==> src/core/flash_cmd_defs.svh <==
// Command codes and bus timing counts for the flash command host.
// Assumes a 200 MHz core clock; included by the package and the modules.
`ifndef FLASH_CMD_DEFS_SVH
`define FLASH_CMD_DEFS_SVH

`define CMD_RESET          8'hff
`define CMD_READ           8'h00
`define CMD_PROG_SETUP     8'h40
`define CMD_AUTOSEL_A      8'h80
`define CMD_AUTOSEL_B      8'h90
`define ADDR_MANUF         17'h00000
`define ADDR_DEVICE        17'h00001
`define CLK_PERIOD_PS      5000
`define STROBE_NS          100
`define STROBE_CYC         ((`STROBE_NS * 1000 + `CLK_PERIOD_PS - 1) / `CLK_PERIOD_PS)
`define SETUP_NS           20
`define SETUP_CYC          ((`SETUP_NS * 1000 + `CLK_PERIOD_PS - 1) / `CLK_PERIOD_PS)

`endif

==> src/core/flash_cmd_pkg.sv <==
// Types shared by the flash command host modules.
// Assumes flash_cmd_defs.svh is on the include path.
`include "flash_cmd_defs.svh"
package flash_cmd_pkg;
   typedef enum logic [2:0] {
      OP_READ,
      OP_RESET,
      OP_RESET_TWICE,
      OP_AUTOSELECT,
      OP_READ_ID,
      OP_PROG_SETUP,
      OP_WRITE_BYTE,
      OP_READ_CMD
   } op_t;
   typedef enum logic [1:0] {
      TRACK_READ,
      TRACK_SETUP,
      TRACK_AUTOSEL
   } track_t;
endpackage

==> src/core/flash_bus_cycle.sv <==
// One asynchronous memory bus cycle (read or write) on the flash pins.
// Assumes the caller holds address and data stable while busy is high.
`timescale 1ns/1ps
`default_nettype none
`include "flash_cmd_defs.svh"
module flash_bus_cycle #(
   parameter int ADDR_W = 17,
   parameter int STROBE = `STROBE_CYC,
   parameter int SETUP  = `SETUP_CYC
) (
   input  wire logic              core_clk,
   input  wire logic              rstn,
   input  wire logic              start,
   input  wire logic              isWrite,
   input  wire logic [ADDR_W-1:0] addr,
   input  wire logic [7:0]        wdata,
   input  wire logic [7:0]        pinDataIn,
   output logic [ADDR_W-1:0]      pinAddr,
   output logic [7:0]             pinDataOut,
   output logic                   pinDataOe,
   output logic                   chipEn_n,
   output logic                   outEn_n,
   output logic                   writeEn_n,
   output logic                   busy,
   output logic                   done,
   output logic [7:0]             rdata
);
   logic [7:0] count;
   logic [1:0] phase;

   // Setup, strobe, hold phases of one bus cycle
   always_ff @(posedge core_clk) begin
      if (!rstn) begin
         pinAddr    <= '0;
         pinDataOut <= 8'h00;
         pinDataOe  <= 1'b0;
         chipEn_n   <= 1'b1;
         outEn_n    <= 1'b1;
         writeEn_n  <= 1'b1;
         busy       <= 1'b0;
         done       <= 1'b0;
         rdata      <= 8'h00;
         count      <= 8'h00;
         phase      <= 2'h0;
      end else begin
         done <= 1'b0;
         if (!busy) begin
            if (start) begin
               busy       <= 1'b1;
               pinAddr    <= addr;
               pinDataOut <= wdata;
               pinDataOe  <= isWrite;
               chipEn_n   <= 1'b0;
               outEn_n    <= isWrite;
               phase      <= 2'h0;
               count      <= 8'(SETUP);
            end
         end else if (count != 8'h00) begin
            count <= count - 8'h01;
         end else begin
            case (phase)
               2'h0: begin
                  // Address is latched by the device on this falling strobe
                  writeEn_n <= ~pinDataOe;
                  phase     <= 2'h1;
                  count     <= 8'(STROBE);
               end
               2'h1: begin
                  // Data is latched on the rising strobe
                  writeEn_n <= 1'b1;
                  rdata     <= pinDataIn;
                  outEn_n   <= 1'b1;
                  phase     <= 2'h2;
                  count     <= 8'(SETUP);
               end
               default: begin
                  chipEn_n  <= 1'b1;
                  pinDataOe <= 1'b0;
                  busy      <= 1'b0;
                  done      <= 1'b1;
               end
            endcase
         end
      end
   end
endmodule
`default_nettype wire

==> src/core/flash_cmd_host.sv <==
// Host controller that issues reset, auto-select, read and program commands to a bulk-erase flash.
// Assumes flash pins are synchronous to core_clk and program supply is switched by an external regulator.
`timescale 1ns/1ps
`default_nettype none
`include "flash_cmd_defs.svh"
module flash_cmd_host
   import flash_cmd_pkg::*;
#(
   parameter int ADDR_W = 17
) (
   input  wire logic              core_clk,
   input  wire logic              rstn,
   input  wire logic              opValid,
   input  wire op_t               opCode,
   input  wire logic [ADDR_W-1:0] opAddr,
   input  wire logic [7:0]        opData,
   input  wire logic              useHighVoltId,
   output logic                   opReady,
   output logic                   opDone,
   output logic [7:0]             opRdata,
   output logic                   opRefused,
   output logic [1:0]             trackState,
   input  wire logic [7:0]        flashDataIn,
   output logic [ADDR_W-1:0]      flashAddr,
   output logic [7:0]             flashDataOut,
   output logic                   flashDataOe,
   output logic                   chipEn_n,
   output logic                   outEn_n,
   output logic                   writeEn_n,
   output logic                   programSupplyHighLevel,
   output logic                   addressBitNineHighVolt
);
   typedef enum logic [1:0] {IDLE, CYCLE, WAITC} seq_t;

   seq_t              seq;
   track_t            track;
   logic              start;
   logic              isWrite;
   logic [ADDR_W-1:0] cycAddr;
   logic [7:0]        cycData;
   logic              secondPending;
   logic              cycBusy;
   logic              cycDone;
   logic [7:0]        cycRdata;

   flash_bus_cycle #(.ADDR_W(ADDR_W)) flash_bus_cycle_i (
      .core_clk   (core_clk),
      .rstn       (rstn),
      .start      (start),
      .isWrite    (isWrite),
      .addr       (cycAddr),
      .wdata      (cycData),
      .pinDataIn  (flashDataIn),
      .pinAddr    (flashAddr),
      .pinDataOut (flashDataOut),
      .pinDataOe  (flashDataOe),
      .chipEn_n   (chipEn_n),
      .outEn_n    (outEn_n),
      .writeEn_n  (writeEn_n),
      .busy       (cycBusy),
      .done       (cycDone),
      .rdata      (cycRdata)
   );

   // Operation sequencer: one or two bus cycles per request, none for a refused write byte
   always_ff @(posedge core_clk) begin
      if (!rstn) begin
         seq           <= IDLE;
         start         <= 1'b0;
         isWrite       <= 1'b0;
         cycAddr       <= '0;
         cycData       <= 8'h00;
         secondPending <= 1'b0;
         opReady       <= 1'b0;
         opDone        <= 1'b0;
         opRdata       <= 8'h00;
         opRefused     <= 1'b0;
      end else begin
         start     <= 1'b0;
         opDone    <= 1'b0;
         opRefused <= 1'b0;
         case (seq)
            IDLE: begin
               opReady <= 1'b1;
               if (opValid && opReady) begin
                  opReady       <= 1'b0;
                  secondPending <= 1'b0;
                  cycAddr       <= opAddr;
                  seq           <= CYCLE;
                  case (opCode)
                     OP_RESET: begin
                        isWrite <= 1'b1;
                        cycData <= `CMD_RESET;
                        secondPending <= (track == TRACK_SETUP);
                     end
                     OP_RESET_TWICE: begin
                        isWrite <= 1'b1;
                        cycData <= `CMD_RESET;
                        secondPending <= 1'b1;
                     end
                     OP_AUTOSELECT: begin
                        isWrite <= 1'b1;
                        cycData <= `CMD_AUTOSEL_B;
                     end
                     OP_READ_CMD: begin
                        isWrite <= 1'b1;
                        cycData <= `CMD_READ;
                     end
                     OP_PROG_SETUP: begin
                        isWrite <= 1'b1;
                        cycData <= `CMD_PROG_SETUP;
                     end
                     OP_WRITE_BYTE: begin
                        // Data byte needs setup armed first
                        isWrite <= 1'b1;
                        cycData <= opData;
                        if (track != TRACK_SETUP) begin
                           seq       <= IDLE;
                           opRefused <= 1'b1;
                           opDone    <= 1'b1;
                           opReady   <= 1'b1;
                        end
                     end
                     OP_READ_ID: begin
                        isWrite <= 1'b0;
                        cycAddr <= opAddr[0] ? ADDR_W'(`ADDR_DEVICE) : ADDR_W'(`ADDR_MANUF);
                     end
                     default: begin
                        isWrite <= 1'b0;
                     end
                  endcase
               end
            end
            CYCLE: begin
               start <= 1'b1;
               seq   <= WAITC;
            end
            WAITC: begin
               if (cycDone) begin
                  if (secondPending) begin
                     secondPending <= 1'b0;
                     seq           <= CYCLE;
                  end else begin
                     opRdata <= cycRdata;
                     opDone  <= 1'b1;
                     seq <= IDLE;
                  end
               end
            end
            default: seq <= IDLE;
         endcase
      end
   end

   // Tracks the device's command state after each completed write
   always_ff @(posedge core_clk) begin
      if (!rstn) begin
         track <= TRACK_READ;
      end else if (cycDone && isWrite) begin
         if (track == TRACK_SETUP)
            track <= TRACK_READ;
         else if (cycData == `CMD_PROG_SETUP)
            track <= TRACK_SETUP;
         else if (cycData == `CMD_AUTOSEL_A || cycData == `CMD_AUTOSEL_B)
            track <= TRACK_AUTOSEL;
         else
            track <= TRACK_READ;
      end
   end

   // Program supply: raised as setup is taken, dropped when a reset op completes
   always_ff @(posedge core_clk) begin
      if (!rstn) begin
         programSupplyHighLevel <= 1'b0;
      end else if (seq == IDLE && opValid && opReady && opCode == OP_PROG_SETUP) begin
         programSupplyHighLevel <= 1'b1;
      end else if (seq == WAITC && cycDone && !secondPending && isWrite && cycData == `CMD_RESET) begin
         programSupplyHighLevel <= 1'b0;
      end
   end

   // High voltage on address bit nine only for the length of one id read
   always_ff @(posedge core_clk) begin
      if (!rstn) begin
         addressBitNineHighVolt <= 1'b0;
      end else if (seq == IDLE && opValid && opReady && opCode == OP_READ_ID) begin
         addressBitNineHighVolt <= useHighVoltId;
      end else if (seq == WAITC && cycDone && !secondPending) begin
         addressBitNineHighVolt <= 1'b0;
      end
   end

   // Mirror of tracked state for the user
   always_ff @(posedge core_clk) begin
      if (!rstn)
         trackState <= 2'h0;
      else
         trackState <= track;
   end
endmodule
`default_nettype wire

==> config.mk <==
export PLATFORM = sky130hd
export DESIGN_NAME = flash_cmd_host
export DESIGN_NICKNAME = d
export VERILOG_FILES = /design/src/core/flash_cmd_pkg.sv /design/src/core/flash_bus_cycle.sv /design/src/core/flash_cmd_host.sv
export VERILOG_INCLUDE_DIRS = /design/src /design/src/core
export SDC_FILE = /design/constraint.sdc
export NUM_CORES = 1
export LEC_CHECK = 0
export CORE_UTILIZATION = 60
export CTS_CLUSTER_SIZE = 14
export DETAILED_ROUTE_END_ITERATION = 10
export DONT_BUFFER_PORTS = 1
export GPL_TIMING_DRIVEN = 1
export MAX_ROUTING_LAYER = met4
export PLACE_DENSITY = 0.83
export SETUP_SLACK_MARGIN = 0.3
export SLEW_MARGIN = 20
export SYNTH_ARGS = -nofsm -noshare
export SYNTH_HDL_FRONTEND = slang
export SYNTH_SLANG_ARGS = --single-unit
==> constraint.sdc <==
create_clock -name core_clk -period 4.9 [get_ports core_clk]
set_clock_uncertainty 0.05 [all_clocks]
set_input_delay 0.98 -clock core_clk [delete_from_list [all_inputs] [get_ports core_clk]]
set_output_delay 0.98 -clock core_clk [all_outputs]
set_load 0.05 [all_outputs]
Word-level counts from Yosys, hierarchy flattened
Cells that the tools add are included.
{"block": "classes", "eq_ne": 23, "shifts": 0, "n_lt_le_gt_ge": 0, "bitwise": 5, "n_div": 0, "muxes": 54, "add_sub_neg": 1, "reduce_logical": 38, "multipliers": 0}
{"operator": "8-bit case mux with 5 select lines", "n": 1}
{"operator": "1-bit 2-to-1 mux", "n": 34}
{"operator": "8-bit equality test, second input constant", "n": 3}
{"operator": "8-bit 2-to-1 mux", "n": 3}
{"operator": "3-bit AND reduction", "n": 8}
{"operator": "17-bit 2-to-1 mux", "n": 1}
{"operator": "2-bit 2-to-1 mux", "n": 8}
{"operator": "8-bit case mux with 2 select lines", "n": 1}
{"operator": "3-bit equality test, second input constant", "n": 4}
{"operator": "1-bit logical AND", "n": 10}
{"operator": "2-bit AND reduction", "n": 5}
{"operator": "2-bit nonzero test", "n": 5}
{"operator": "8-bit by 7-bit equality test with 1-bit output, second input constant", "n": 1}
{"operator": "2-bit != test, second input constant", "n": 4}
{"operator": "1-bit case mux with 2 select lines", "n": 4}
{"operator": "8-bit nonzero test", "n": 1}
{"operator": "8-bit by 1-bit subtractor with 8-bit output, second input constant", "n": 1}
{"operator": "2-bit by 1-bit equality test with 1-bit output, second input constant", "n": 3}
{"operator": "3-bit by 2-bit equality test with 1-bit output, second input constant", "n": 2}
{"operator": "2-bit case mux with 3 select lines", "n": 1}
{"operator": "6-bit OR reduction", "n": 1}
{"operator": "1-bit NOT", "n": 5}
{"operator": "5-bit nonzero test", "n": 1}
{"operator": "2-bit logical NOT", "n": 2}
{"operator": "10 further kinds", "n": 12}
{"block": "totals", "out_inout_bits": 44, "mem_count": 0, "latchBits": 0, "romBits": 0, "ff_bits": 96, "in_bits": 40, "mem_bits_rw": 0, "word_cells": 146}

Longest topological paths before layout
Gate-level depths: netlist of run 1.
{"block": "depth", "ltp_word": 7, "mapped_depth": 8, "depth_no_buf": 6}

Hierarchy
From an unflattened synthesis of run 1, not the netlist that was laid out.
{"block": "hier_totals", "hier_cells": 444, "area_unflattened_um2": 3920.0}
{"module": "flash_bus_cycle", "seq_area_each_um2": 980.9, "area_per_inst_um2": 2045.7, "cells_each": 239, "n_inst": 1}
{"module": "flash_cmd_host", "seq_area_each_um2": 940.9, "area_per_inst_um2": 1874.3, "cells_each": 205, "n_inst": 1}

Least setup slack after synthesis of run 1
OpenSTA, ideal clock, no wires.
{"block": "synth_timing", "path_type": "input port to flip-flop", "start": "input opValid", "end": "register cycAddr[10]", "setup_ps": 65, "arrival_time_ps": 1909, "t_required_ps": 4785, "path_stages": 5, "n_path_buf": 1, "setup_slack_ps": 2876, "path_cell_list": "nand4bb_1 -> a21oi_1 -> buf_2 -> a22oi_1 -> nor2_1"}
{"block": "synth_between", "elab_chain_cells": 2}
{"element": "start: declaration", "line_no": "flash_cmd_host.sv:13", "source": "input wire logic opValid,"}
{"element": "1-bit logical AND", "line_no": "flash_cmd_host.sv:85", "source": "if (opValid && opReady) begin"}
{"element": "2-bit AND reduction (no source line)"}
{"element": "end signal: assignment", "line_no": "flash_cmd_host.sv:88", "source": "cycAddr <= opAddr;"}
{"element": "end signal: assignment", "line_no": "flash_cmd_host.sv:126", "source": "cycAddr <= opAddr[0] ? ADDR_W'(`ADDR_DEVICE) : ADDR_W'(`ADDR_MANUF);"}
{"element": "end: declaration", "line_no": "flash_cmd_host.sv:39", "source": "logic [ADDR_W-1:0] cycAddr;"}
No other way between the ends.
A chain may end at the register's enable or synchronous reset.

Final worst setup path of run 1
{"block": "layout_timing", "start": "register opReady", "end": "register cycData[4]"}
{"block": "layout_between", "elab_chain_cells": 2}
{"element": "start: declaration", "line_no": "flash_cmd_host.sv:18", "source": "output logic opReady,"}
{"element": "start signal: assignment", "line_no": "flash_cmd_host.sv:74", "source": "opReady <= 1'b0;"}
{"element": "start signal: assignment", "line_no": "flash_cmd_host.sv:84", "source": "opReady <= 1'b1;"}
{"element": "start signal: assignment", "line_no": "flash_cmd_host.sv:86", "source": "opReady <= 1'b0;"}
{"element": "1-bit logical AND", "line_no": "flash_cmd_host.sv:85"}
{"element": "3-bit AND reduction (no source line)"}
{"element": "end signal: assignment", "line_no": "flash_cmd_host.sv:93", "source": "cycData <= `CMD_RESET;"}
{"element": "end signal: assignment", "line_no": "flash_cmd_host.sv:98", "source": "cycData <= `CMD_RESET;"}
{"element": "end signal: assignment", "line_no": "flash_cmd_host.sv:103", "source": "cycData <= `CMD_AUTOSEL_B;"}
{"element": "end: declaration", "line_no": "flash_cmd_host.sv:40", "source": "logic [7:0] cycData;"}
No other way between the ends.

==> summary.md, run 1 <==
| Metric | Value |
|---|---|
| Worst Hold End | flash_bus_cycle_i.pinAddr[12] |
| Fin worst setup slack | 2170 ps |
| DRT iter0 DRCs | 242 |
| Fin nets | 470 |
| DRT Pass-1 Iters | 4 |
| Hold Path Class | flop to flop |
| Core region area | 5960 um2 |
| Register area share after synthesis | between 50% and 60% |
| Slew of the pin with the lowest slew margin | 1060 ps |
| DP HPWL | between 5000 and 6000 um |
| Reg-to-reg startpoint | opReady |
| First-pass GRT wire length | 12200 um |
| CTS tree | yes |
| Critical Path End Type | flop |
| Setup crit start kind | flop |
| DR vias | 3027 |
| Residual DRC | 0 |
| Port bufs | 0 |
| Die area | 6540 um2 |
| RSZ-0062 raised after global routing | false |
| Outcome | finished clean |
| Largest net degree at the start of global routing | 79 |
| Initial Util | between 60 and 70% |
| Post-CTS Setup Bufs | 0 |
| Top cells by area, synth | dfxtp_1 (51%), nand2_1 (8.9%), a21oi_1 (7.2%), nor2_1 (4.3%), a22oi_1 (3.4%) |
| Worst VDD drop | 0.261 mV |
| Crit path required time | 5130 ps |
| Hold wc startpoint | cycAddr[12] |
| Sum Neg Setup Slack | 0 ps |
| Clock tree buffer depth | 2 |
| Number of synthesized register bits | 96 |
| Overall routing resource usage | 25.3% |
| Layout cell share with drive strength beyond 1 | 7.85% |
| Post_cts resized | 0 |
| Clock sink count | 96 |
| Most frequent cells in the layout | dfxtp_1 (96), nand2_1 (88), a21oi_1 (54) |
| Leak | roughly 1.4 nW |
| Setup CP Type | flop to flop |
| R2R cell count | 4 |
| Max cap viols | 0 |
| Synth area leader | dfxtp_1 |
| YS warnings | 0 |
| Clock transition at path regs | 90 ps |
| Distinct cells, synth | 50 |
| Post-layout min period | approximately 2700 ps |
| Dpl ws | 2020 ps |
| Routed len/inst | 15.4 um |
| Final Max Slew Viols | 0 |
| Grt total ovfl | 0 |
| Crit path DAT | 2960 ps |
| RD Place Congestion | 0.850 |
| CP max FO | 23 |
| Antenna Nets Post-Route | 0 |
| # hold bufs at CTS | 0 |
| IO Pins | 84 |
| Htree depth | 3 |
| Fmax achieved | 366 MHz |
| Area growth syn-to-layout | 4.93% |
| Diodes inserted | 0 |
| Max-slew headroom | about 29% |
| R2r setup slk | 2170 ps |
| Tcrit/Tclk final | 55.8% |
| Fin. Hold Viols | 0 |
| Initial antenna violation count | 0 |
| Die height | 80.9 um |
| Cells after Synth | 442 |
| Crit Reg-Reg Endpoint | cycData[4] |
| Root buf cell | clkbuf_8 |
| Total nets after synthesis | 484 |
| Hold path cells | 2 |
| Count of final setup violators | 0 |
| TritonCTS Buffers | 9 |
| Number of synthesized flops with an enable pin | 0 |
| Power per Cell Area | 361 nW/um2 |
| Post-synth top area share | 51.5% |
| Worst hold slack | 410 ps |
| Site Rows | 28 |
| Post-Route WL | 7840 um |
| Die W | roughly 80 um |
| Worst skew pair latency | 360 ps |
| Vias in the first global route | 2629 |
| Routed vias/inst | 5.96 |
| Main flop type after synthesis | dfxtp_1 |
| Mapped Avg Cell Area | around 8.4 um2 |
| Commonest non-fill, non-tap cell in the layout | dfxtp_1 |
| FFs w/ async S/R, synth | 0% |
| Synthesized area | 3730 um2 |
worst max-delay path: stages (launching register included):
cell,delay (ps)
dfxtp_1,720
nand4bb_1,920
nor2_1,650
nor2_1,70
a311oi_1,240
cell families after synthesis:
group	after synthesis	synth area share, %
AND/OR/NAND/NOR	189	23.3
multiplexers	9	2.41
adder cells (fa/ha/maj)	2	0.670
flip-flops	96	51.5
buffers and inverters	38	4.53
AO/OA/AOI/OAI	108	17.6
flip-flops by register name, indices dropped and copies added (netlist names), 2 cells and up:
name,flops
cycAddr,17
flash_bus_cycle_i.rdata,8
cycData,8
flash_bus_cycle_i.pinAddr,17
trackState,2
flash_bus_cycle_i.pinDataOut,8
track,2
seq,2
opRdata,8
flash_bus_cycle_i.count,8
flash_bus_cycle_i.phase,2
metal layers:
layer,up-vias,GRT usage [%],part of all wire [%]
met5,-,-,0
met4,0,9.64,1.6
met3,10,7.87,8.0
met2,91,37.2,48
met1,1429,32.5,42
li1,1497,-,-
cells in the mapped netlist, drive strengths merged (2+ instances only):
cell / instances
a211oi: 2
a21o: 2
a21oi: 54
a22oi: 17
and2: 2
buf: 7
clkbuf: 22
dfxtp: 96
ha: 2
inv: 8
mux2i: 9
nand2: 88
nand2b: 5
nand3: 9
nand3b: 2
nand4: 2
nand4b: 2
nor2: 43
nor2b: 4
nor3: 9
nor3b: 3
nor4: 4
o21ai: 18
o31a: 3
o31ai: 4
or2: 2
or3: 7
or3b: 2
or4: 2
area by class of cell:
cell class                      instances  area [um2]
Inverter                                9        33.8
Fill cell                             490        2040
Clock inverter                          7        63.8
Timing Repair Buffer                    4        30.0
Sequential cell                        96        1920
Multi-Input combinational cell        308        1650
Clock buffer                            9         124
Tap cell                               75        93.8
through the flow:
stage               total power, mW  std cells  util [%]  instance area, um2
floorplan                     0.934        442         -                3730
global placement              0.945        492      62.5                3720
detailed placement            0.949        492      62.5                3720
CTS                            1.43        508      65.7                3910
global route                   1.48        508      65.8                3920
finish                         1.42        508      65.8                3920
where the power goes:
group          total [mW]  internal, mW  switching (mW)  leakage [nW]
Clock               0.483         0.194           0.290        0.0934
Combinational       0.101        0.0385          0.0625         0.490
Sequential          0.831         0.801          0.0306         0.777
Total                1.42          1.03           0.383          1.36
how the worst max path moves through the flow:
stage                              to  slack [ps]  startpoint  depth (start not counted)
after detailed placement   cycData[4]        2020     opValid                          4
after global routing       cycData[4]        1920     opReady                          4
final                      cycData[4]        2170     opReady                          4
after global placement     cycData[4]        2140     opValid                          4
after floorplan           cycAddr[10]        2880     opValid                          5
after CTS                  cycData[4]        2160     opReady                          4
Power figures use the tool's default switching activity.
==> inputs of run 2 (changes only) <==
--- a/config.mk
+++ b/config.mk
@@ -6,13 +6,13 @@
 export SDC_FILE = /design/constraint.sdc
 export NUM_CORES = 1
 export LEC_CHECK = 0
-export CORE_UTILIZATION = 60
+export CORE_UTILIZATION = 56
 export CTS_CLUSTER_SIZE = 14
 export DETAILED_ROUTE_END_ITERATION = 10
 export DONT_BUFFER_PORTS = 1
 export GPL_TIMING_DRIVEN = 1
 export MAX_ROUTING_LAYER = met4
-export PLACE_DENSITY = 0.83
+export PLACE_DENSITY = 0.81
 export SETUP_SLACK_MARGIN = 0.3
 export SLEW_MARGIN = 20
 export SYNTH_ARGS = -nofsm -noshare
==> constraint.sdc (replaced) <==
create_clock -name core_clk -period 2.5 [get_ports core_clk]
set_clock_uncertainty 0.05 [all_clocks]
set_input_delay 0.5 -clock core_clk [delete_from_list [all_inputs] [get_ports core_clk]]
set_output_delay 0.5 -clock core_clk [all_outputs]
set_load 0.05 [all_outputs]
==> summary.md, run 2 (synthesis results as in run 1) <==
| Metric | Value |
|---|---|
| Outcome | finished clean |
| CP max stage cell | or3b_2 |
| Post-layout util | 62.0% |
| Die area | 7000 um2 |
| Setup crit start kind | flop |
| Initial Util | 58.4% |
| First-pass GRT wire length | roughly 13000 um |
| Max-slew headroom | 49.1% |
| Clock sink count | 96 |
| Max cap viols | 0 |
| Met3 usage | around 7.7% |
| DRT Pass-1 Iters | 5 |
| Antenna Nets Post-Route | 0 |
| Port bufs | 0 |
| Overall routing resource usage | 24.4% |
| Commonest non-fill, non-tap cell in the layout | dfxtp_1 |
| Post-CTS Setup Bufs | 0 |
| DP HPWL | 5660 um |
| Site Rows | 29 |
| Grt total ovfl | 0 |
| Hold Path Class | input pin to flop |
| Share of total power in combinational logic | 7.7% |
| Leak | 1.38 nW |
| Vias in the first global route | 2768 |
| Clock tree buffer depth | 2 |
| Dpl ws | 499 ps |
| Fin nets | 475 |
| Switch Pwr | approximately 0.74 mW |
| DRT iter0 DRCs | 200 |
| Sequential fraction of design power | 58.5% |
| Fmax achieved | 491 MHz |
| Slew of the pin with the lowest slew margin | 763 ps |
| Fill cells | 555 |
| CTS tree | yes |
| Worst VDD drop | 0.499 mV |
| Worst hold slack | 168 ps |
| R2r setup slk | around 460 ps |
| Post_cts resized | 0 |
| Tcrit/Tclk final | 81.5% |
| Multi-input logic area | 1640 um2 |
| Biggest registers after layout | cycAddr (17), flash_bus_cycle_i.pinAddr (17) |
| # hold bufs at CTS | 0 |
| Power per Cell Area | 700 nW/um2 |
| Htree depth | 3 |
| CP Cell Sequence | inv_1 > ha_1 > or3b_2 > o31ai_4 > or4_2 > a21oi_1 |
| Routed len/inst | 15.5 um |
| Global routing met2 resource utilization | between 30% and 40% |
| Register area | a little under 2000 um2 |
| Clock transition at path regs | 90 ps |
| Int Pwr | just over 2 mW |
| Routed vias/inst | slightly below 6 |
| Post-Route WL | roughly 8000 um |
| Crit path required time | approximately 2700 ps |
| Clock network power share | 33.7% |
| TritonCTS Buffers | 9 |
| Post-layout min period | 2040 ps |
| IO Pins | 84 |
| Sw frac | 26.7% |
| Initial antenna violation count | 0 |
| RD Place Congestion | 0.900 |
| Setup CP Type | flop to flop |
| Die height | 83.6 um |
| Crit path DAT | 2230 ps |
| Layout cell share with drive strength beyond 1 | between 8 and 9% |
| Fin. Hold Viols | 0 |
| Root buf cell | clkbuf_8 |
| CP peak stage delay | approximately 550 ps |
| Most Crowded Layer GR | met2 |
| Largest net degree at the start of global routing | between 40 and 50 |
| Core region area | 6390 um2 |
| Critical Path End Type | flop |
| Final Max Slew Viols | 0 |
| Met1 usage | 30.0% |
| RSZ-0062 raised after global routing | false |
| Most frequent cells in the layout | dfxtp_1 (96), nand2_1 (88), a21oi_1 (54) |
| Count of final setup violators | 0 |
| Residual DRC | 0 |
| Diodes inserted | 0 |
| Area growth syn-to-layout | 6.00% |
| DR vias | 3036 |
| Sum Neg Setup Slack | 0 ps |
| Worst skew pair latency | around 360 ps |
| Die W | 83.6 um |
| CP max FO | 11 |
| Fin worst setup slack | 463 ps |
==> run 2: cell types whose count changed in the layout (fill, tap and decap cells not counted), sizes merged <==
cell      previous run  this run
buf                  4         9
clkinvlp             1         2
clkinv               3         1
clkbuf               9        10
==> run 2: per-stage QoR <==
stage | cell area (um2) | total power [mW] | cells
global placement | 3780 | 1.86 | 499
floorplan | 3730 | 1.83 | 442
global route | 3960 | 2.89 | 515
CTS | 3960 | 2.79 | 515
detailed placement | 3780 | 1.87 | 499
finish | 3960 | 2.77 | 515
==> run 2: layer usage <==
layer  wire (um)  share of wire (%)
met2        3780                 47
met4         155                1.9
met1        3430                 43
met3         641                8.0
met5           0                  0
==> run 2: layout make-up <==
class	instances	area share, %
clock buffers	10	3.23
clock inverters	6	1.33
inverters	9	0.854
multi-input cells	308	41.6
flip-flops and latches	96	48.6
well taps	77	2.44
repair buffers	9	2.02
==> run 2: worst paths after layout <==
path,endpoint,depth (start not counted),startpoint
setup / recovery,flash_bus_cycle_i.count[7],6,flash_bus_cycle_i.count[0]
setup reg to reg,flash_bus_cycle_i.count[7],6,flash_bus_cycle_i.count[0]
hold / removal,cycData[7],1,opCode[2]
hold reg to reg,flash_bus_cycle_i.pinAddr[16],2,cycAddr[16]
==> run 2: critical path, delay by kind of cell, from the launching register on <==
family                   cells  cell delay, ps
AND/OR/NAND/NOR              2             750
AO/OA/AOI/OAI                2             500
flip-flops                   1             350
adder cells (fa/ha/maj)      1             160
buffers and inverters        1             100
==> run 2: power groups by stage <==
stage	registers [mW]	clock network [mW]	logic, mW
6_report	1.62	0.933	0.215
2_1_floorplan	1.65	0	0.182
4_1_cts	1.62	0.952	0.215
3_3_place_gp	1.65	0	0.207
5_1_grt	1.63	1.02	0.240
3_5_place_dp	1.66	0	0.214
==> inputs of run 3 (changes only) <==
--- a/config.mk
+++ b/config.mk
@@ -6,13 +6,13 @@
 export SDC_FILE = /design/constraint.sdc
 export NUM_CORES = 1
 export LEC_CHECK = 0
-export CORE_UTILIZATION = 56
+export CORE_UTILIZATION = 60
 export CTS_CLUSTER_SIZE = 14
 export DETAILED_ROUTE_END_ITERATION = 10
 export DONT_BUFFER_PORTS = 1
 export GPL_TIMING_DRIVEN = 1
 export MAX_ROUTING_LAYER = met4
-export PLACE_DENSITY = 0.81
+export PLACE_DENSITY = 0.83
 export SETUP_SLACK_MARGIN = 0.3
 export SLEW_MARGIN = 20
 export SYNTH_ARGS = -nofsm -noshare
==> constraint.sdc (replaced) <==
create_clock -name core_clk -period 1.88 [get_ports core_clk]
set_clock_uncertainty 0.05 [all_clocks]
set_input_delay 0.376 -clock core_clk [delete_from_list [all_inputs] [get_ports core_clk]]
set_output_delay 0.376 -clock core_clk [all_outputs]
set_load 0.05 [all_outputs]
==> summary.md, run 3 (synthesis results as in run 1) <==
| Metric | Value |
|---|---|
| CP Depth | 9 |
| Port bufs | 0 |
| Sum Neg Setup Slack | 0 ps |
| Switch Pwr | 1.04 mW |
| Htree depth | 3 |
| Vias in the first global route | 2977 |
| Sw frac | 26.0% |
| Max cap viols | 0 |
| Fill cells | between 400 and 500 |
| Post-Route WL | 9580 um |
| Biggest registers after layout | cycAddr (17), flash_bus_cycle_i.pinAddr (17) |
| CP most frequent cell | buf_6 |
| Root buf cell | clkbuf_8 |
| TritonCTS Buffers | 9 |
| Multi-input logic area | 1810 um2 |
| CP max FO | 6 |
| DR vias | 3310 |
| Sequential fraction of design power | 54.3% |
| Fin. Hold Viols | 0 |
| Slew of the pin with the lowest slew margin | roughly 560 ps |
| Most frequent cells in the layout | nand2_1 (88), dfxtp_1 (88), a21oi_1 (50) |
| Worst skew pair latency | 360 ps |
| Critical Path End Type | flop |
| Diodes inserted | 0 |
| Crit path max-delay family | simple AND/OR/NAND/NOR gates |
| Tcrit/Tclk final | 99.6% |
| Hold Path Class | input pin to flop |
| Setup crit start kind | flop |
| IO Pins | 84 |
| CP max stage cell | or3b_4 |
| Die area | approximately 6500 um2 |
| DP HPWL | 5700 um |
| Worst path buffer plus inverter count | 4 |
| Leak | 1.57 nW |
| Inst Count DP | around 510 |
| Power Total | 3.98 mW |
| Antenna Nets Post-Route | 0 |
| Post-layout util | 74.2% |
| Max-slew headroom | 62.5% |
| Grt total ovfl | 0 |
| Initial Util | 62.7% |
| Layout cell share with drive strength beyond 1 | roughly a fifth |
| DRT iter0 DRCs | 321 |
| CTS tree | yes |
| Clock network power share | 34.8% |
| First-pass GRT wire length | 14200 um |
| Clock tree buffer depth | 2 |
| Post-layout min period | 1870 ps |
| Final Max Slew Viols | 0 |
| Outcome | finished clean |
| Int Pwr | 2.94 mW |
| Routed len/inst | 17.7 um |
| RD Place Congestion | 0.941 |
| Largest net degree at the start of global routing | 66 |
| Routed vias/inst | 6.11 |
| Core region area | between 5000 and 6000 um2 |
| Clock transition at path regs | ~90 ps |
| Register area | 1930 um2 |
| CP Cell Sequence | inv_2 > ha_4 > or3b_4 > buf_6 > nor3_4 > buf_6 > buf_6 > nor3_1 > o21ai_1 |
| Power per Cell Area | 901 nW/um2 |
| Residual DRC | 0 |
| Area growth syn-to-layout | 18.4% |
| Clock sink count | 96 |
| Die height | 80.9 um |
| Final std cells w/o fill | 542 |
| Site Rows | 28 |
| R2R cell count | 9 |
| Crit path required time | approximately 2100 ps |
| Worst VDD drop | 0.602 mV |
| Share of total power in combinational logic | between 10% and 20% |
| DRT Pass-1 Iters | 5 |
| Die W | 80.9 um |
| Initial antenna violation count | 0 |
| Fin nets | between 500 and 600 |
| Hold path cells | 1 |
| CP peak stage delay | between 300 and 400 ps |
| Fmax achieved | ~530 MHz |
| Setup CP Type | flop to flop |
| Overall routing resource usage | 29.2% |
| RSZ-0062 raised after global routing | true |
| Count of final setup violators | 0 |
| Crit path DAT | approximately 2100 ps |
run 3: power by group through the flow:
stage | clock network, mW | logic (mW) | registers [mW]
after detailed placement | 0 | 0.333 | 2.20
after global placement | 0 | 0.324 | 2.20
final | 1.39 | 0.433 | 2.16
after CTS | 1.41 | 0.386 | 2.15
after floorplan | 0 | 0.256 | 2.19
after global routing | 1.48 | 0.463 | 2.17
run 3: layer usage:
| metal | GRT usage [%] | routed length (um) | up-vias |
|---|---|---|---|
| met4 | 11.8 | 167 | 0 |
| met2 | 46.4 | 4750 | 150 |
| li1 | - | - | 1558 |
| met3 | 8.09 | 787 | 18 |
| met5 | - | 0 | - |
| met1 | 35.0 | 3880 | 1584 |
run 3: layout make-up:
cell class                 instances  area share [%]
tap                               75            2.12
clock buffer                      11            3.20
inverter                           9           0.765
timing repair buffer              38            7.76
clock inverter                     5            1.47
multi-input combinational        308            41.0
sequential                        96            43.7
run 3: repair_timing:
item                       4_1_cts  5_1_grt
hold buffers                     0        0
hold endpoints to repair         0        0
resized for setup               24       19
setup endpoints to repair       47       48
pin swaps                       15        9
setup buffers                    6        8
cloned                           0        1
run 3: worst paths after layout:
check	from	to	slack, ps
setup / recovery	flash_bus_cycle_i.count[1]	flash_bus_cycle_i.outEn_n	7
hold / removal	rstn	flash_bus_cycle_i.writeEn_n	30
setup reg to reg	flash_bus_cycle_i.count[1]	flash_bus_cycle_i.outEn_n	7
hold reg to reg	cycAddr[9]	flash_bus_cycle_i.pinAddr[9]	410
run 3: through the flow:
| stage | worst slack (ps) | hold WS (ps) | instance area, um2 |
|---|---|---|---|
| finish | 6.63 | 27.8 | 4420 |
| detailed placement | -6.09 | 396 | 3930 |
| global route | -15.5 | 16.7 | 4420 |
| floorplan | 138 | 381 | 3810 |
| CTS | 55.6 | 13.7 | 4280 |
| global placement | 27.5 | 389 | 3930 |
